--- config.mk ---
export PLATFORM = sky130hd
export DESIGN_NAME = uv_oc_fault_ctrl
export DESIGN_NICKNAME = d
export VERILOG_FILES = /design/src/hdl/uv_oc_pkg.sv /design/src/hdl/fault_cfg_if.sv /design/src/hdl/fault_cfg_regs.sv /design/src/hdl/uv_oc_fault_ctrl.sv
export SDC_FILE = /design/constraint.sdc
export NUM_CORES = 1
export LEC_CHECK = 0
export BUFFER_PORTS_ARGS = -buffer_cell sky130_fd_sc_hd__buf_2
export CAP_MARGIN = 20
export CORE_AREA = 8 8 103 105
export DETAILED_ROUTE_END_ITERATION = 10
export DIE_AREA = 0 0 111 113
export GPL_TIMING_DRIVEN = 0
export PLACE_DENSITY = 0.81
export SYNTH_ARGS = -nofsm -noshare
export SYNTH_HDL_FRONTEND = slang
export SYNTH_SLANG_ARGS = --single-unit
--- constraint.sdc ---
create_clock -name clk_sys_in -period 4.33 [get_ports clk_sys_in]
set_input_delay 0.6495 -clock clk_sys_in [delete_from_list [all_inputs] [get_ports clk_sys_in]]
set_output_delay 0.6495 -clock clk_sys_in [all_outputs]
set_load 0.005 [all_outputs]
--- src/hdl/uv_oc_pkg.sv ---
package uv_oc_pkg;

  // ------------------------------------------------------------------
  // Command codes
  // ------------------------------------------------------------------
  localparam logic [7:0] CMD_UV_THRESHOLD = 8'h44;
  localparam logic [7:0] CMD_UV_RESPONSE  = 8'h45;
  localparam logic [7:0] CMD_VALLEY_LIMIT = 8'h46;
  localparam logic [7:0] CMD_VOUT_STATUS  = 8'h7A;

  // ------------------------------------------------------------------
  // Field layout
  // ------------------------------------------------------------------
  localparam int UV_THR_LSB      = 0;
  localparam int UV_THR_W        = 2;
  localparam int RSP_DELAY_LSB   = 0;
  localparam int RSP_DELAY_W     = 2;
  localparam int RSP_RESTART_BIT = 3;
  localparam int OCL_LSB         = 0;
  localparam int OCL_W           = 4;
  localparam int STATUS_UVF_BIT  = 4;

  // ------------------------------------------------------------------
  // Reset values of the fields before defaults are loaded
  // ------------------------------------------------------------------
  localparam logic [1:0] UV_THR_RESET    = 2'h0;
  localparam logic [1:0] RSP_DELAY_RESET = 2'h0;
  localparam logic       RESTART_RESET   = 1'b0;
  localparam logic [3:0] OCL_RESET       = 4'h0;
  localparam logic [7:0] BYTE_ZERO       = 8'h00;

  // ------------------------------------------------------------------
  // Undervoltage offsets below the setpoint, in mV
  // ------------------------------------------------------------------
  localparam logic [13:0] UV_OFS_150_MV = 14'h0096;
  localparam logic [13:0] UV_OFS_200_MV = 14'h00C8;
  localparam logic [13:0] UV_OFS_300_MV = 14'h012C;

  // ------------------------------------------------------------------
  // Timing
  // ------------------------------------------------------------------
  localparam int CLK_PERIOD_NS  = 100;
  localparam int DLY_2US_NS     = 2000;
  localparam int DLY_16US_NS    = 16000;
  localparam int DLY_64US_NS    = 64000;
  localparam int DLY_256US_NS   = 256000;
  localparam int RETRY_DELAY_NS = 56000000;
  localparam int CNT_W          = 20;

  // Least times round up to whole cycles
  localparam logic [CNT_W-1:0] DLY_2US_CYC   =
    CNT_W'((DLY_2US_NS + CLK_PERIOD_NS - 1) / CLK_PERIOD_NS);
  localparam logic [CNT_W-1:0] DLY_16US_CYC  =
    CNT_W'((DLY_16US_NS + CLK_PERIOD_NS - 1) / CLK_PERIOD_NS);
  localparam logic [CNT_W-1:0] DLY_64US_CYC  =
    CNT_W'((DLY_64US_NS + CLK_PERIOD_NS - 1) / CLK_PERIOD_NS);
  localparam logic [CNT_W-1:0] DLY_256US_CYC =
    CNT_W'((DLY_256US_NS + CLK_PERIOD_NS - 1) / CLK_PERIOD_NS);
  localparam int RETRY_DELAY_CYC = (RETRY_DELAY_NS + CLK_PERIOD_NS - 1) / CLK_PERIOD_NS;

  localparam logic [CNT_W-1:0] CNT_ZERO = 20'h00000;
  localparam logic [CNT_W-1:0] CNT_ONE  = 20'h00001;

  // ------------------------------------------------------------------
  // Valley limit table in amps, indexed by code
  // ------------------------------------------------------------------
  localparam logic [5:0] OCL_TABLE_A [16] = '{
    6'h0A, 6'h0C, 6'h0F, 6'h13, 6'h14, 6'h19, 6'h1A, 6'h1E,
    6'h21, 6'h23, 6'h27, 6'h28, 6'h28, 6'h28, 6'h28, 6'h28
  };

  // ------------------------------------------------------------------
  // Fault sequencer states
  // ------------------------------------------------------------------
  typedef enum logic [2:0] {
    ST_OFF     = 3'b000,
    ST_RUN     = 3'b001,
    ST_QUALIFY = 3'b010,
    ST_LATCHED = 3'b011,
    ST_RETRY   = 3'b100
  } fault_state_t;

endpackage : uv_oc_pkg

--- src/hdl/fault_cfg_if.sv ---
interface fault_cfg_if;
  logic       wr_stb;
  logic [7:0] wr_code;
  logic [7:0] wr_data;
  logic       default_load;
  logic       default_from_strap;
  logic [7:0] nvm_uv_threshold;
  logic [7:0] nvm_uv_response;
  logic [7:0] nvm_valley_limit;
  logic [3:0] strap_valley_code;
  logic [1:0] uv_threshold_code;
  logic       uv_restart;
  logic [1:0] uv_delay_code;
  logic [3:0] valley_limit_code;

  modport store (
    input  wr_stb, wr_code, wr_data, default_load, default_from_strap,
    input  nvm_uv_threshold, nvm_uv_response, nvm_valley_limit, strap_valley_code,
    output uv_threshold_code, uv_restart, uv_delay_code, valley_limit_code
  );

  modport core (
    output wr_stb, wr_code, wr_data, default_load, default_from_strap,
    output nvm_uv_threshold, nvm_uv_response, nvm_valley_limit, strap_valley_code,
    input  uv_threshold_code, uv_restart, uv_delay_code, valley_limit_code
  );
endinterface : fault_cfg_if

--- src/hdl/fault_cfg_regs.sv ---
module fault_cfg_regs (
  input  wire logic  clk_sys_in,
  input  wire logic  rst_n_in,
  input  wire logic  ce_in,
  fault_cfg_if.store cfg
);

  // ------------------------------------------------------------------
  // Threshold select: only bits 1:0 are stored
  // ------------------------------------------------------------------
  always_ff @(posedge clk_sys_in) begin
    if (!rst_n_in) begin
      cfg.uv_threshold_code <= uv_oc_pkg::UV_THR_RESET;
    end else if (ce_in) begin
      if (cfg.wr_stb && cfg.wr_code == uv_oc_pkg::CMD_UV_THRESHOLD) begin
        cfg.uv_threshold_code <=
          cfg.wr_data[uv_oc_pkg::UV_THR_LSB +: uv_oc_pkg::UV_THR_W];
      end else if (cfg.default_load) begin
        cfg.uv_threshold_code <=
          cfg.nvm_uv_threshold[uv_oc_pkg::UV_THR_LSB +: uv_oc_pkg::UV_THR_W];
      end
    end
  end

  // ------------------------------------------------------------------
  // Response control: restart bit and delay field
  // ------------------------------------------------------------------
  always_ff @(posedge clk_sys_in) begin
    if (!rst_n_in) begin
      cfg.uv_restart    <= uv_oc_pkg::RESTART_RESET;
      cfg.uv_delay_code <= uv_oc_pkg::RSP_DELAY_RESET;
    end else if (ce_in) begin
      if (cfg.wr_stb && cfg.wr_code == uv_oc_pkg::CMD_UV_RESPONSE) begin
        cfg.uv_restart    <= cfg.wr_data[uv_oc_pkg::RSP_RESTART_BIT];
        cfg.uv_delay_code <= cfg.wr_data[uv_oc_pkg::RSP_DELAY_LSB +: uv_oc_pkg::RSP_DELAY_W];
      end else if (cfg.default_load) begin
        cfg.uv_restart    <= cfg.nvm_uv_response[uv_oc_pkg::RSP_RESTART_BIT];
        cfg.uv_delay_code <=
          cfg.nvm_uv_response[uv_oc_pkg::RSP_DELAY_LSB +: uv_oc_pkg::RSP_DELAY_W];
      end
    end
  end

  // ------------------------------------------------------------------
  // Valley limit: default from storage or strap, writable while running
  // ------------------------------------------------------------------
  always_ff @(posedge clk_sys_in) begin
    if (!rst_n_in) begin
      cfg.valley_limit_code <= uv_oc_pkg::OCL_RESET;
    end else if (ce_in) begin
      if (cfg.wr_stb && cfg.wr_code == uv_oc_pkg::CMD_VALLEY_LIMIT) begin
        cfg.valley_limit_code <=
          cfg.wr_data[uv_oc_pkg::OCL_LSB +: uv_oc_pkg::OCL_W];
      end else if (cfg.default_load) begin
        cfg.valley_limit_code <= cfg.default_from_strap ? cfg.strap_valley_code
                               : cfg.nvm_valley_limit[uv_oc_pkg::OCL_LSB +: uv_oc_pkg::OCL_W];
      end
    end
  end

endmodule : fault_cfg_regs

--- src/hdl/uv_oc_fault_ctrl.sv ---
// Behaviour
// - The three config registers are byte-written and byte-read at codes 44h, 45h, 46h.
// - Undervoltage trip point sits an offset below the latest commanded setpoint.
// - Threshold code 00 gives -150, 01/10 give -200, 11 gives -300 mV.
// - Undervoltage detection stays off until the soft-start ramp has finished.
// - A detected undervoltage sets the flag in the status register at 7Ah.
// - Detection starts the delay timer; recovery above threshold clears it to zero.
// - A fresh fall below threshold restarts the delay count from zero.
// - Delay field offers 2, 16, 64 and 256 us choices.
// - Restart bit 0 latches conversion off until power cycle or enable toggle.
// - Restart bit 1 retries conversion 56 ms after the fault, without limit.
// - Selected limit is compared to valley current; exceeding it flags overcurrent.
// - Valley codes 0000b..1010b give 10,12,15,19,20,25,26,30,33,35,39 A.
// - Valley codes 1011b through 1111b all give 40 A.
// - Valley default loads from storage or strap and may change while running.
// - Reserved bits read zero and ignore writes.
// - No alert output exists; the host polls status.
// - Undervoltage is measured on the differential remote-sense voltage.
module uv_oc_fault_ctrl #(
  parameter int unsigned RETRY_CYCLES = uv_oc_pkg::RETRY_DELAY_CYC
) (
  input  wire logic        clk_sys_in,
  input  wire logic        rst_n_in,
  input  wire logic        ce_in,
  input  wire logic [7:0]  cmd_code_in,
  input  wire logic        wr_en_in,
  input  wire logic [7:0]  wr_data_in,
  input  wire logic        rd_en_in,
  input  wire logic        default_load_in,
  input  wire logic        default_from_strap_in,
  input  wire logic [7:0]  nvm_uv_threshold_in,
  input  wire logic [7:0]  nvm_uv_response_in,
  input  wire logic [7:0]  nvm_valley_limit_in,
  input  wire logic [3:0]  strap_valley_code_in,
  input  wire logic        voltage_id_set_command_in,
  input  wire logic [11:0] voltage_id_setpoint_mv_in,
  input  wire logic        output_setpoint_command_in,
  input  wire logic [11:0] output_setpoint_mv_in,
  input  wire logic [11:0] positive_remote_sense_in,
  input  wire logic [11:0] negative_remote_sense_in,
  input  wire logic        soft_start_done_in,
  input  wire logic        enable_in,
  input  wire logic [5:0]  valley_current_a_in,
  output logic [7:0]       rd_data_out,
  output logic             rd_valid_out,
  output logic             conversion_enable_out,
  output logic             tracking_undervoltage_flag_out,
  output logic             overcurrent_flag_out,
  output logic             uv_fault_latched_out
);

  // ------------------------------------------------------------------
  // Configuration store
  // ------------------------------------------------------------------
  fault_cfg_if cfg ();

  // Command port and default sources handed to the store
  assign cfg.wr_stb             = wr_en_in;
  assign cfg.wr_code            = cmd_code_in;
  assign cfg.wr_data            = wr_data_in;
  assign cfg.default_load       = default_load_in;
  assign cfg.default_from_strap = default_from_strap_in;
  assign cfg.nvm_uv_threshold   = nvm_uv_threshold_in;
  assign cfg.nvm_uv_response    = nvm_uv_response_in;
  assign cfg.nvm_valley_limit   = nvm_valley_limit_in;
  assign cfg.strap_valley_code  = strap_valley_code_in;

  fault_cfg_regs u_regs (
    .clk_sys_in (clk_sys_in),
    .rst_n_in   (rst_n_in),
    .ce_in      (ce_in),
    .cfg        (cfg.store)
  );

  // ------------------------------------------------------------------
  // Declarations
  // ------------------------------------------------------------------
  uv_oc_pkg::fault_state_t     state_r;
  uv_oc_pkg::fault_state_t     state_nxt;
  logic [11:0]                 setpoint_mv_r;
  logic [uv_oc_pkg::CNT_W-1:0] count_r;
  logic [uv_oc_pkg::CNT_W-1:0] count_nxt;
  logic [uv_oc_pkg::CNT_W-1:0] delay_cycles;
  logic [uv_oc_pkg::CNT_W-1:0] retry_cycles;
  logic [13:0]                 uv_offset_mv;
  logic signed [13:0]          sense_diff_mv;
  logic signed [13:0]          uv_trip_mv;
  logic                        below_trip;
  logic                        detect_armed;
  logic                        uv_detect;
  logic                        status_clear;
  logic [5:0]                  valley_limit_a;
  logic [15:0]                 limit_onehot;
  logic                        enable_d_r;
  logic [7:0]                  rd_data_nxt;

  assign retry_cycles = uv_oc_pkg::CNT_W'(RETRY_CYCLES);

  // ------------------------------------------------------------------
  // Setpoint tracking
  // ------------------------------------------------------------------

  // Latest setpoint from either source; voltage ID wins a tie
  always_ff @(posedge clk_sys_in) begin
    if (!rst_n_in) begin
      setpoint_mv_r <= 12'h000;
    end else if (ce_in) begin
      if (voltage_id_set_command_in) begin
        setpoint_mv_r <= voltage_id_setpoint_mv_in;
      end else if (output_setpoint_command_in) begin
        setpoint_mv_r <= output_setpoint_mv_in;
      end
    end
  end

  // ------------------------------------------------------------------
  // Undervoltage comparator
  // ------------------------------------------------------------------

  // Offset decode from the threshold code
  always_comb begin
    case (cfg.uv_threshold_code)
      2'h0:    uv_offset_mv = uv_oc_pkg::UV_OFS_150_MV;
      2'h1:    uv_offset_mv = uv_oc_pkg::UV_OFS_200_MV;
      2'h2:    uv_offset_mv = uv_oc_pkg::UV_OFS_200_MV;
      2'h3:    uv_offset_mv = uv_oc_pkg::UV_OFS_300_MV;
      default: uv_offset_mv = uv_oc_pkg::UV_OFS_150_MV;
    endcase
  end

  // Differential sense against a trip point below the setpoint
  assign sense_diff_mv = $signed({2'b00, positive_remote_sense_in})
                       - $signed({2'b00, negative_remote_sense_in});
  assign uv_trip_mv    = $signed({2'b00, setpoint_mv_r}) - $signed(uv_offset_mv);
  assign below_trip    = sense_diff_mv < uv_trip_mv;

  // Detection only while converting and after soft-start
  assign detect_armed = soft_start_done_in
                     && (state_r == uv_oc_pkg::ST_RUN);
  assign uv_detect    = detect_armed && below_trip;

  // ------------------------------------------------------------------
  // Response delay decode
  // ------------------------------------------------------------------

  // Ascending code to delay mapping
  always_comb begin
    case (cfg.uv_delay_code)
      2'h0:    delay_cycles = uv_oc_pkg::DLY_2US_CYC;
      2'h1:    delay_cycles = uv_oc_pkg::DLY_16US_CYC;
      2'h2:    delay_cycles = uv_oc_pkg::DLY_64US_CYC;
      2'h3:    delay_cycles = uv_oc_pkg::DLY_256US_CYC;
      default: delay_cycles = uv_oc_pkg::DLY_2US_CYC;
    endcase
  end

  // ------------------------------------------------------------------
  // Fault sequencer
  // ------------------------------------------------------------------

  // Next state and shared counter
  always_comb begin
    state_nxt = state_r;
    count_nxt = count_r;
    case (state_r)
      uv_oc_pkg::ST_OFF: begin
        count_nxt = uv_oc_pkg::CNT_ZERO;
        if (enable_in && !enable_d_r) begin
          state_nxt = uv_oc_pkg::ST_RUN;
        end
      end
      uv_oc_pkg::ST_RUN: begin
        count_nxt = uv_oc_pkg::CNT_ZERO;
        if (!enable_in) begin
          state_nxt = uv_oc_pkg::ST_OFF;
        end else if (uv_detect) begin
          state_nxt = uv_oc_pkg::ST_QUALIFY;
          count_nxt = uv_oc_pkg::CNT_ONE;
        end
      end
      uv_oc_pkg::ST_QUALIFY: begin
        if (!enable_in) begin
          state_nxt = uv_oc_pkg::ST_OFF;
          count_nxt = uv_oc_pkg::CNT_ZERO;
        end else if (!below_trip) begin
          state_nxt = uv_oc_pkg::ST_RUN;
          count_nxt = uv_oc_pkg::CNT_ZERO;
        end else if (count_r >= delay_cycles) begin
          count_nxt = uv_oc_pkg::CNT_ZERO;
          if (cfg.uv_restart) begin
            state_nxt = uv_oc_pkg::ST_RETRY;
          end else begin
            state_nxt = uv_oc_pkg::ST_LATCHED;
          end
        end else begin
          count_nxt = count_r + uv_oc_pkg::CNT_ONE;
        end
      end
      uv_oc_pkg::ST_LATCHED: begin
        count_nxt = uv_oc_pkg::CNT_ZERO;
        if (!enable_in) begin
          state_nxt = uv_oc_pkg::ST_OFF;
        end
      end
      uv_oc_pkg::ST_RETRY: begin
        if (!enable_in) begin
          state_nxt = uv_oc_pkg::ST_OFF;
          count_nxt = uv_oc_pkg::CNT_ZERO;
        end else if (count_r >= retry_cycles - uv_oc_pkg::CNT_ONE) begin
          state_nxt = uv_oc_pkg::ST_RUN;
          count_nxt = uv_oc_pkg::CNT_ZERO;
        end else begin
          count_nxt = count_r + uv_oc_pkg::CNT_ONE;
        end
      end
      default: begin
        state_nxt = uv_oc_pkg::ST_OFF;
        count_nxt = uv_oc_pkg::CNT_ZERO;
      end
    endcase
  end

  // State and counter registers
  always_ff @(posedge clk_sys_in) begin
    if (!rst_n_in) begin
      state_r <= uv_oc_pkg::ST_OFF;
      count_r <= uv_oc_pkg::CNT_ZERO;
    end else if (ce_in) begin
      state_r <= state_nxt;
      count_r <= count_nxt;
    end
  end

  // Enable history for toggle detection
  always_ff @(posedge clk_sys_in) begin
    if (!rst_n_in) begin
      enable_d_r <= 1'b0;
    end else if (ce_in) begin
      enable_d_r <= enable_in;
    end
  end

  // Conversion enable and latch-off indication
  always_ff @(posedge clk_sys_in) begin
    if (!rst_n_in) begin
      conversion_enable_out <= 1'b0;
      uv_fault_latched_out  <= 1'b0;
    end else if (ce_in) begin
      conversion_enable_out <= (state_nxt == uv_oc_pkg::ST_RUN)
                            || (state_nxt == uv_oc_pkg::ST_QUALIFY);
      uv_fault_latched_out  <= (state_nxt == uv_oc_pkg::ST_LATCHED);
    end
  end

  // ------------------------------------------------------------------
  // Status flag
  // ------------------------------------------------------------------

  // Write one to clear at the status code
  assign status_clear = wr_en_in && (cmd_code_in == uv_oc_pkg::CMD_VOUT_STATUS)
                     && wr_data_in[uv_oc_pkg::STATUS_UVF_BIT];

  // Sticky flag, a new detection wins over a clear; polled only
  always_ff @(posedge clk_sys_in) begin
    if (!rst_n_in) begin
      tracking_undervoltage_flag_out <= 1'b0;
    end else if (ce_in) begin
      if (uv_detect) begin
        tracking_undervoltage_flag_out <= 1'b1;
      end else if (status_clear) begin
        tracking_undervoltage_flag_out <= 1'b0;
      end
    end
  end

  // ------------------------------------------------------------------
  // Valley overcurrent comparator
  // ------------------------------------------------------------------

  // One-hot select of table entries
  for (genvar i = 0; i < 16; i++) begin : g_ocl
    assign limit_onehot[i] = (cfg.valley_limit_code == 4'(i));
  end

  // Table lookup of the selected limit
  always_comb begin
    valley_limit_a = uv_oc_pkg::OCL_TABLE_A[0];
    for (int j = 0; j < 16; j++) begin
      if (limit_onehot[j]) begin
        valley_limit_a = uv_oc_pkg::OCL_TABLE_A[j];
      end
    end
  end

  // Level flag while valley current exceeds the limit
  always_ff @(posedge clk_sys_in) begin
    if (!rst_n_in) begin
      overcurrent_flag_out <= 1'b0;
    end else if (ce_in) begin
      overcurrent_flag_out <= valley_current_a_in > valley_limit_a;
    end
  end

  // ------------------------------------------------------------------
  // Read path
  // ------------------------------------------------------------------

  // Byte read mux, reserved bits zero
  always_comb begin
    rd_data_nxt = uv_oc_pkg::BYTE_ZERO;
    case (cmd_code_in)
      uv_oc_pkg::CMD_UV_THRESHOLD: begin
        rd_data_nxt[uv_oc_pkg::UV_THR_LSB +: uv_oc_pkg::UV_THR_W] =
          cfg.uv_threshold_code;
      end
      uv_oc_pkg::CMD_UV_RESPONSE: begin
        rd_data_nxt[uv_oc_pkg::RSP_RESTART_BIT] = cfg.uv_restart;
        rd_data_nxt[uv_oc_pkg::RSP_DELAY_LSB +: uv_oc_pkg::RSP_DELAY_W] = cfg.uv_delay_code;
      end
      uv_oc_pkg::CMD_VALLEY_LIMIT: begin
        rd_data_nxt[uv_oc_pkg::OCL_LSB +: uv_oc_pkg::OCL_W] =
          cfg.valley_limit_code;
      end
      uv_oc_pkg::CMD_VOUT_STATUS: begin
        rd_data_nxt[uv_oc_pkg::STATUS_UVF_BIT] = tracking_undervoltage_flag_out;
      end
      default: begin
        rd_data_nxt = uv_oc_pkg::BYTE_ZERO;
      end
    endcase
  end

  // Registered read answer
  always_ff @(posedge clk_sys_in) begin
    if (!rst_n_in) begin
      rd_data_out  <= uv_oc_pkg::BYTE_ZERO;
      rd_valid_out <= 1'b0;
    end else if (ce_in) begin
      rd_valid_out <= rd_en_in;
      if (rd_en_in) begin
        rd_data_out <= rd_data_nxt;
      end
    end
  end

endmodule : uv_oc_fault_ctrl

==> flow_summary.json, run 1 <==
{
  "ant_nets": 0,
  "min_period_ns": 4.15,
  "numCtsBuffers": 5,
  "ys.flop_type": "dfxtp_1",
  "cp.arrival_ns": 4.37,
  "via_per_inst": 5.77,
  "layout.nets": 871,
  "htree_levels": 2,
  "yosys_warnings": 0,
  "grt_pass1_wl_um": 20700,
  "clk-insertion-delay-late_ns": 0.30,
  "start_kind": "flip-flop",
  "yosysSeqAreaShare": 0.230,
  "overflow": 0,
  "die_y_um": 113,
  "grtUsageTotal": 0.187,
  "place.gp.congestion": 0.866,
  "worst-path-max-fanout": 10,
  "syn_inst": 597,
  "placement_rows": 35,
  "start_util": 0.534,
  "wl_per_cell_um": 15.1,
  "drv_slew": 0,
  "synth_edf_count": 0,
  "drc_errors": 0,
  "fp.dieW_um": 111,
  "final_common_cell": "buf_2",
  "insertedDiodeCount": 0,
  "critPathKind": "reg -> reg",
  "finalWirelength_um": 12300,
  "stdcell_count": 817,
  "cts_tree": "yes",
  "num_io_pins": 122,
  "port_buffers": 97,
  "core_area_um2": 8980,
  "status": "completed",
  "max_freq_ghz": 0.241,
  "root_buffer": "clkbuf_8",
  "p_total_w": 0.00136,
  "dpl.cell_count": 807,
  "syn_area_um2": 4800,
  "irDropWorstVdd_v": 0.000191,
  "area_growth_pct": 16.4,
  "reg2reg_slack_ns": 0.18,
  "dieArea_um2": 12500,
  "layout-drive-gt1-share": 0.201,
  "maxSlewHeadroom": 0.389,
  "grt_pass1_vias": 4579,
  "required_ns": 4.55,
  "maxCapViolCount": 0,
  "clkTransAtPathRegs_ns": 0.10,
  "antenna_found_initial": 0,
  "mostFrequentLayoutCells": "buf_2 (99), nor2_1 (53), ha_1 (53), dfxtp_1 (53), inv_1 (47)",
  "clock-sinks": 55,
  "fin_crit_sh": 0.958,
  "grt_max_degree": 16,
  "p_leak_nw": 2.51,
  "hold_buffers": 0,
  "synth-seq-cells": 55,
  "p_per_area_nw_per_um2": 244,
  "hpwl_um": 10000,
  "tightest_slew_ns": 0.913,
  "finalSetupTns_ns": 0,
  "crit_path_end_kind": "flip-flop",
  "drt_iter0_markers": 277,
  "num_vias": 4714,
  "final-setup-viol-count": 0,
  "hold_violations": 0,
  "ys_async_sr_fraction": 0,
  "hold_path_class": "reg -> reg",
  "firstDrtPassIters": 6,
  "clockBufferDepth": 2,
  "syn_area_per_cell_um2": 8.04,
  "fin_skew_ns": 0.00716,
  "synth_cell_types": 73
}
path summary, 6_finish.rpt:
check / from / to / cells past startpoint
min: rd_data_out[4] / rd_data_out[4] / 2
min reg2reg: rd_data_out[4] / rd_data_out[4] / 2
max reg2reg: u_regs.cfg.uv_threshold_code[0] / count_r[6] / 19
max: u_regs.cfg.uv_threshold_code[0] / count_r[6] / 19
power breakdown:
part | switching, W | internal [W]
Combinational | 0.000260 | 0.000217
Sequential | 0.0000166 | 0.000523
Clock | 0.000174 | 0.000170
cells in the mapped netlist, types with 3 or more instances:
library cell / count / area share
o21ai_0: 18 / 0.019
clkbuf_1: 15 / 0.012
buf_6: 3 / 0.0070
nor2_1: 53 / 0.041
o22ai_1: 5 / 0.0065
o211ai_1: 3 / 0.0047
xor2_1: 7 / 0.013
a32oi_1: 4 / 0.0073
dfxtp_1: 55 / 0.23
o21a_1: 4 / 0.0063
inv_1: 47 / 0.037
a211oi_1: 22 / 0.034
or2_2: 6 / 0.0078
o21ai_1: 3 / 0.0031
ha_1: 54 / 0.14
clkinv_1: 3 / 0.0023
nand2_1: 46 / 0.036
a21oi_1: 39 / 0.041
or3_1: 5 / 0.0065
mux2i_1: 30 / 0.063
nand3_1: 16 / 0.017
nor2b_1: 8 / 0.010
a21o_1: 9 / 0.014
and3_1: 3 / 0.0039
and2_1: 6 / 0.0078
a31oi_1: 7 / 0.0091
nand4b_1: 3 / 0.0055
nand2b_1: 12 / 0.016
o221ai_1: 3 / 0.0055
nor3_1: 12 / 0.013
buf_4: 3 / 0.0047
nand4_1: 17 / 0.022
o311ai_1: 3 / 0.0055
xnor2_1: 20 / 0.037
flip-flops by register name, summed over array words and instances, names as in the netlist:
| signal | cells |
|---|---|
| count_r | 20 |
| u_regs.cfg.uv_threshold_code | 2 |
| u_regs.cfg.uv_delay_code | 2 |
| tracking_undervoltage_flag_out | 1 |
| conversion_enable_out | 1 |
| overcurrent_flag_out | 1 |
| u_regs.cfg.valley_limit_code | 4 |
| rd_data_out | 5 |
| uv_fault_latched_out | 1 |
| setpoint_mv_r | 12 |
| enable_d_r | 1 |
| rd_valid_out | 1 |
| state_r | 3 |
| u_regs.cfg.uv_restart | 1 |
cell families (layout without fill, tap and decap cells):
family	Yosys count	after routing	synth area share
AOI/OAI and AO/OA	153	153	0.224
xor gates and xnor gates	27	27	0.0493
adders and majority gates	56	56	0.149
buffers and inverters	75	182	0.0662
DFF	55	55	0.230
muxes	31	31	0.0649
other	1	3	0.000782
and+or+nand+nor	199	199	0.216
critical path, cell delays in order, from the launching register on:
cell	delay (ns)
dfxtp_2	0.39
inv_1	0.08
ha_2	0.22
ha_1	0.21
fa_2	0.38
nor2b_1	0.14
o221ai_1	0.19
a21oi_2	0.20
o21a_1	0.15
o21ai_1	0.09
nor2b_1	0.16
xnor2_1	0.22
ha_1	0.28
a21oi_1	0.15
o221ai_1	0.17
a21o_1	0.24
o21ai_4	0.30
nand2_4	0.11
buf_6	0.16
o311ai_4	0.20
what timing repair did:
action                                  4_1_cts  5_1_grt
setup buffers                                 2        1
pin swaps                                     2        3
resized for setup                             2       12
endpoints found under the setup margin       21       26
final cells by class:
cell class	instances	area, um2
multi-input cells	469	3410
fillers	797	3390
flip-flops and latches	55	1100
repair buffers	100	512
inverters	50	188
well taps	111	139
plain buffers	25	130
clock buffers	6	72.6
clock inverters	1	30.0
per-stage QoR:
stage	setup slack, ns	cell area (um2)	utilization	hold WS [ns]
2_1_floorplan	0.348	4800	-	0.445
3_3_place_gp	-0.260	5430	0.605	0.445
3_5_place_dp	-0.287	5430	0.605	0.446
4_1_cts	0.000213	5550	0.618	0.462
5_1_grt	-0.0221	5580	0.622	0.479
6_report	0.184	5580	0.622	0.459
metal layers:
layer	global-route usage	vias up	part of all wire
met3	0.0466	15	0.063
met4	0.0432	0	0.013
met2	0.312	153	0.46
met1	0.237	2177	0.46
met5	0	-	0
li1	-	2369	-
(Power assumes the default switching activity.)
==> run 2: changes to the inputs <==
--- a/config.mk
+++ b/config.mk
@@ -7,11 +7,13 @@
 export LEC_CHECK = 0
 export BUFFER_PORTS_ARGS = -buffer_cell sky130_fd_sc_hd__buf_2
 export CAP_MARGIN = 20
-export CORE_AREA = 8 8 103 105
+export CELL_PAD_IN_SITES_DETAIL_PLACEMENT = 1
+export CELL_PAD_IN_SITES_GLOBAL_PLACEMENT = 2
+export CORE_AREA = 8 8 134 136
 export DETAILED_ROUTE_END_ITERATION = 10
-export DIE_AREA = 0 0 111 113
+export DIE_AREA = 0 0 142 144
 export GPL_TIMING_DRIVEN = 0
-export PLACE_DENSITY = 0.81
+export PLACE_DENSITY_LB_ADDON = 0.1
 export SYNTH_ARGS = -nofsm -noshare
 export SYNTH_HDL_FRONTEND = slang
 export SYNTH_SLANG_ARGS = --single-unit
==> run 2 against run 1 <==
Design area up 3.9%; first-iteration DRC count down 50%; worst setup slack better by 0.077 ns; die area up 63%; total power up 8.5%; non-clock buffer count up 2; register-to-register slack better by 0.08 ns; final cell count up 14%; maximum frequency up 1.9%; highest routed layer unchanged.
==> flow_summary.json, run 2 (same netlist as run 1, synthesis figures left out) <==
{
  "status": "completed",
  "irDropWorstVdd_v": 0.000150,
  "ff_latch_area_um2": 1100,
  "p_total_w": 0.00148,
  "regMostFlops": "count_r",
  "p_leak_nw": 2.54,
  "num_vias": 4601,
  "firstDrtPassIters": 4,
  "num_io_pins": 122,
  "min_period_ns": 4.07,
  "fp.dieW_um": 142,
  "clockPowerShare": 0.297,
  "cts_tree": "yes",
  "drt_iter0_markers": 138,
  "clk-insertion-delay-late_ns": 0.31,
  "clock-sinks": 55,
  "root_buffer": "clkbuf_16",
  "clkTransAtPathRegs_ns": 0.08,
  "fill_cells": 1988,
  "die_y_um": 144,
  "maxCapViolCount": 0,
  "start_util": 0.299,
  "drv_slew": 0,
  "top_regs": "count_r: 20 flops, setpoint_mv_r: 12 flops, rd_data_out: 5 flops",
  "path_cells": "inv_1 > ha_2 > ha_1 > fa_2 > nor2b_2 > o221ai_2 > a21oi_2 > o21a_1 > o21ai_1 > nor2b_1 > xnor2_1 > ha_1 > a21oi_1 > o221ai_2 > a21o_1 > o21ai_4 > nand2_4 > buf_6 > o311ai_4",
  "grt_pass1_wl_um": 24000,
  "fin_crit_sh": 0.940,
  "switching_share": 0.338,
  "maxSlewHeadroom": 0.390,
  "slowest_stage": "fa_2",
  "via_per_inst": 4.95,
  "place.gp.congestion": 0.785,
  "mostFrequentLayoutCells": "buf_2 (99), ha_1 (53), dfxtp_1 (53), nor2_1 (52), inv_1 (47)",
  "max_freq_ghz": 0.246,
  "insertedDiodeCount": 0,
  "p_per_area_nw_per_um2": 255,
  "grt_pass1_vias": 4941,
  "clockBufferDepth": 2,
  "ant_nets": 0,
  "hpwl_um": 12300,
  "hold_path_class": "reg -> reg",
  "numCtsBuffers": 5,
  "port_buffers": 97,
  "crit_path_end_kind": "flip-flop",
  "p_sw_w": 0.000499,
  "final_common_cell": "buf_2",
  "worst-path-max-fanout": 10,
  "tightest_slew_ns": 0.912,
  "area_growth_pct": 20.9,
  "drc_errors": 0,
  "critPathKind": "reg -> reg",
  "dieArea_um2": 20400,
  "layout.nets": 873,
  "grtUsageTotal": 0.145,
  "grt_max_degree": 17,
  "rsz0062_at_grt": "no",
  "placed_cell_area_um2": 5570,
  "start_kind": "flip-flop",
  "largest_reg_flops": 20,
  "layout-drive-gt1-share": 0.210,
  "final-setup-viol-count": 0,
  "overflow": 0,
  "cp.arrival_ns": 4.29,
  "placement_rows": 47,
  "wl_per_cell_um": 16.0,
  "core_area_um2": 16100,
  "fin_skew_ns": 0.0110,
  "hold_violations": 0,
  "antenna_found_initial": 0,
  "required_ns": 4.56,
  "finalSetupTns_ns": 0,
  "internal_power_w": 0.000978,
  "seqPwrFrac": 0.366,
  "finalWirelength_um": 14900,
  "htree_levels": 2,
  "comb_power_share": 0.337,
  "multi_input_area_um2": 3430,
  "cpPeakStageDelay_ns": 0.39,
  "final_cell_area_um2": 5800
}
-- run 2: changes by cell type in the layout (fill, tap and decap cells not counted), moves of 2 or more --
cell / before / now
buf_4: 5 / 8
clkbuf_16: 0 / 5
clkbuf_8: 5 / 1
o221ai_1: 3 / 1
o221ai_2: 0 / 2
-- run 2: worst paths after layout --
check                                  start        endpoint  slack (ns)  depth (start not counted)
min                           rd_data_out[4]  rd_data_out[4]        0.46                          2
min reg2reg                   rd_data_out[4]  rd_data_out[4]        0.46                          2
max          u_regs.cfg.uv_threshold_code[0]      count_r[6]        0.26                         19
max reg2reg  u_regs.cfg.uv_threshold_code[0]      count_r[6]        0.26                         19
-- run 2: routing by layer --
layer | vias up | track usage | wire length, um
met1 | 2139 | 0.193 | 7480
met2 | 82 | 0.234 | 6600
met4 | 0 | 0.0271 | 125
met5 | - | 0 | 0
met3 | 10 | 0.0353 | 657
li1 | 2370 | - | -
-- run 2: layout make-up --
class / count / area share
Inverter: 50 / 0.0324
Multi-Input combinational cell: 469 / 0.591
Tap cell: 220 / 0.0475
Timing Repair Buffer: 102 / 0.0902
Buffer: 25 / 0.0224
Clock buffer: 7 / 0.0246
Clock inverter: 1 / 0.00151
Sequential cell: 55 / 0.190
-- run 2: what timing repair did --
item | CTS | global route
buffers inserted | 4 | 1
gates resized for setup | 4 | 12
pin swaps | 3 | 4
hold buffers | 0 | 0
setup endpoints to repair | 24 | 26
-- run 2: stage by stage --
step	std cells	worst slack (ns)	util	hold slack (ns)
2_1_floorplan	599	0.348	-	0.445
5_1_grt	929	0.0192	0.361	0.483
3_3_place_gp	916	-0.315	0.347	0.440
4_1_cts	928	0.00598	0.358	0.468
3_5_place_dp	916	-0.460	0.347	0.455
6_report	929	0.261	0.361	0.460
-- run 2: power groups by stage --
stage | Clock (W) | Combinational, W | Sequential [W]
2_1_floorplan | 0 | 0.000338 | 0.000545
3_3_place_gp | 0 | 0.000463 | 0.000551
3_5_place_dp | 0 | 0.000483 | 0.000552
4_1_cts | 0.000453 | 0.000490 | 0.000540
5_1_grt | 0.000470 | 0.000570 | 0.000543
6_report | 0.000439 | 0.000498 | 0.000540
-- run 2: worst max-delay path: cells and delay by family (launching register included) --
family	cells	cell delay, ns
compound gates	9	1.63
fa+ha+maj	4	1.13
simple gates	3	0.40
flops	1	0.38
buf+inv	2	0.24
xor+xnor	1	0.22
==> run 3: changes to the inputs <==
--- a/config.mk
+++ b/config.mk
@@ -5,13 +5,14 @@
 export SDC_FILE = /design/constraint.sdc
 export NUM_CORES = 1
 export LEC_CHECK = 0
+export ABC_AREA = 1
 export BUFFER_PORTS_ARGS = -buffer_cell sky130_fd_sc_hd__buf_2
 export CAP_MARGIN = 20
 export CELL_PAD_IN_SITES_DETAIL_PLACEMENT = 1
 export CELL_PAD_IN_SITES_GLOBAL_PLACEMENT = 2
-export CORE_AREA = 8 8 134 136
+export CORE_AREA = 8 8 138 140
 export DETAILED_ROUTE_END_ITERATION = 10
-export DIE_AREA = 0 0 142 144
+export DIE_AREA = 0 0 146 148
 export GPL_TIMING_DRIVEN = 0
 export PLACE_DENSITY_LB_ADDON = 0.1
 export SYNTH_ARGS = -nofsm -noshare
==> run 3 against run 2 <==
Non-clock buffer count is 9 lower; synthesized cell count rose by 21%; flip-flop and latch count unchanged; utilization is 1.8 points lower; via count up 8.2%; critical endpoint is now count_r[11]; largest cell class unchanged; largest power group unchanged; highest routed layer unchanged.
==> flow_summary.json, run 3 <==
{
  "clock-sinks": 55,
  "slowest_stage": "fa_1",
  "hpwl_um": 12900,
  "top_regs": "count_r: 20 flops, setpoint_mv_r: 12 flops, rd_data_out: 5 flops",
  "firstDrtPassIters": 4,
  "hold_violations": 0,
  "synth.most_common_cell": "nand2_1",
  "layout.nets": 994,
  "crit_buf_inv": 5,
  "grt_pass1_vias": 5350,
  "syn_area_per_cell_um2": 6.66,
  "root_buffer": "clkbuf_16",
  "dieArea_um2": 21600,
  "fp.dieW_um": 146,
  "largest_reg_flops": 20,
  "min_period_ns": 3.91,
  "hp-start": "rd_data_out[0]",
  "p_total_w": 0.00151,
  "start_util": 0.283,
  "clk-insertion-delay-late_ns": 0.31,
  "area_growth_pct": 21.0,
  "num_io_pins": 122,
  "crit_path_end_kind": "flip-flop",
  "wl_per_cell_um": 14.5,
  "place.gp.congestion": 0.776,
  "yosys-top-cells-area": "dfxtp_1 (23%), ha_1 (14%), nand2_1 (12%)",
  "worst-path-max-fanout": 10,
  "drc_errors": 0,
  "synth.largest_area_cell": "dfxtp_1",
  "clockBufferDepth": 2,
  "grt_max_degree": 17,
  "fill_cells": 2238,
  "synth-seq-cells": 55,
  "hold_path_class": "reg -> reg",
  "ant_nets": 0,
  "num_vias": 4976,
  "syn_area_um2": 4800,
  "mostFrequentLayoutCells": "nand2_1 (150), inv_1 (112), buf_2 (98), a21oi_1 (81), dfxtp_1 (55)",
  "final_common_cell": "nand2_1",
  "r2r_start": "u_regs.cfg.uv_threshold_code[0]",
  "cts_tree": "yes",
  "p_leak_nw": 2.73,
  "regMostFlops": "count_r",
  "tightest_slew_ns": 0.701,
  "cpPeakStageDelay_ns": 0.41,
  "antenna_found_initial": 0,
  "synth_edf_count": 0,
  "netlist.area_leader.share": 0.229,
  "ys.flop_type": "dfxtp_1",
  "die_y_um": 148,
  "irDropWorstVdd_v": 0.000123,
  "setup.worst_path.start": "positive_remote_sense_in[0]",
  "fin_skew_ns": 0.00849,
  "yosys_warnings": 0,
  "layout-drive-gt1-share": 0.189,
  "grt_pass1_wl_um": 26100,
  "max_freq_ghz": 0.256,
  "placement_rows": 48,
  "insertedDiodeCount": 0,
  "finalWorstSetupSlack_ns": 0.424,
  "clkTransAtPathRegs_ns": 0.08,
  "status": "completed",
  "synthTopCellsByCount": "nand2_1 (150), inv_1 (112), a21oi_1 (83)",
  "hold_buffers": 0,
  "start_kind": "input port",
  "grtUsageTotal": 0.147,
  "dp_slack_ns": -0.0899,
  "overflow": 0,
  "fin_crit_sh": 0.902,
  "syn_inst": 721,
  "p_per_area_nw_per_um2": 260,
  "maxSlewHeadroom": 0.529,
  "synth_cell_types": 51,
  "ys_async_sr_fraction": 0,
  "drt_iter0_markers": 142,
  "finalWirelength_um": 15300,
  "core_area_um2": 16900,
  "crit_top_cell": "nand2_1",
  "final-setup-viol-count": 0,
  "yosysSeqAreaShare": 0.229,
  "maxCapViolCount": 0,
  "crit_family": "simple AND/OR/NAND/NOR gates",
  "via_per_inst": 4.72,
  "rsz0062_at_grt": "no",
  "cp.arrival_ns": 4.14,
  "numCtsBuffers": 5,
  "critPathKind": "in -> reg",
  "port_buffers": 98,
  "required_ns": 4.57,
  "htree_levels": 2,
  "drv_slew": 0
}
[run 3: what timing repair did]
| item | 4_1_cts | 5_1_grt |
|---|---|---|
| buffers inserted | 0 | 1 |
| endpoints found under the setup margin | 0 | 23 |
| resized for setup | 0 | 15 |
[run 3: cell type report]
class,instances,area [um2],area share
Multi-Input combinational cell,532,3230,0.555
Inverter,117,439,0.0756
Sequential cell,55,1100,0.190
Tap cell,225,282,0.0485
Clock buffer,7,153,0.0263
Buffer,19,101,0.0175
Clock inverter,1,7.51,0.00129
Timing Repair Buffer,99,498,0.0858
[run 3: worst paths after layout]
path	endpoint	slack [ns]	cells after the start
hold reg to reg	rd_data_out[0]	0.47	2
hold / removal	rd_data_out[0]	0.47	2
setup reg to reg	count_r[11]	0.44	24
setup / recovery	count_r[11]	0.42	28
[run 3: routing by layer]
| layer | track usage | wire length [um] | up-vias |
|---|---|---|---|
| met3 | 0.0303 | 550 | 6 |
| li1 | - | - | 2583 |
| met4 | 0.0340 | 144 | 0 |
| met2 | 0.262 | 7450 | 69 |
| met1 | 0.179 | 7180 | 2318 |
| met5 | 0 | 0 | - |
[run 3: per-stage QoR]
step	utilization	TNS (ns)	area, um2	cells	hold WS [ns]
global route	0.343	0	5810	1055	0.496
finish	0.343	0	5810	1055	0.466
floorplan	-	0	4810	723	0.441
CTS	0.339	0	5740	1054	0.470
global placement	0.329	-0.0407	5580	1046	0.453
detailed placement	0.329	-1.23	5580	1046	0.457
[run 3: power by group]
part           total (W)  internal, W  switching [W]
Clock           0.000454     0.000247       0.000207
Sequential      0.000545     0.000527      0.0000188
Combinational   0.000509     0.000212       0.000297
[run 3: cell families after synthesis]
| kind of cell | Yosys count | synth area share |
|---|---|---|
| simple gates | 284 | 0.271 |
| xor+xnor | 21 | 0.0383 |
| mux | 4 | 0.00939 |
| buf+inv | 136 | 0.111 |
| other cells | 1 | 0.000782 |
| fa+ha+maj | 56 | 0.149 |
| flops | 55 | 0.229 |
| compound gates | 164 | 0.191 |
[run 3: worst min-delay path, stage by stage (launching register included)]
cell     delay, ns
dfxtp_1       0.31
nand2_1       0.06
a21oi_1       0.05
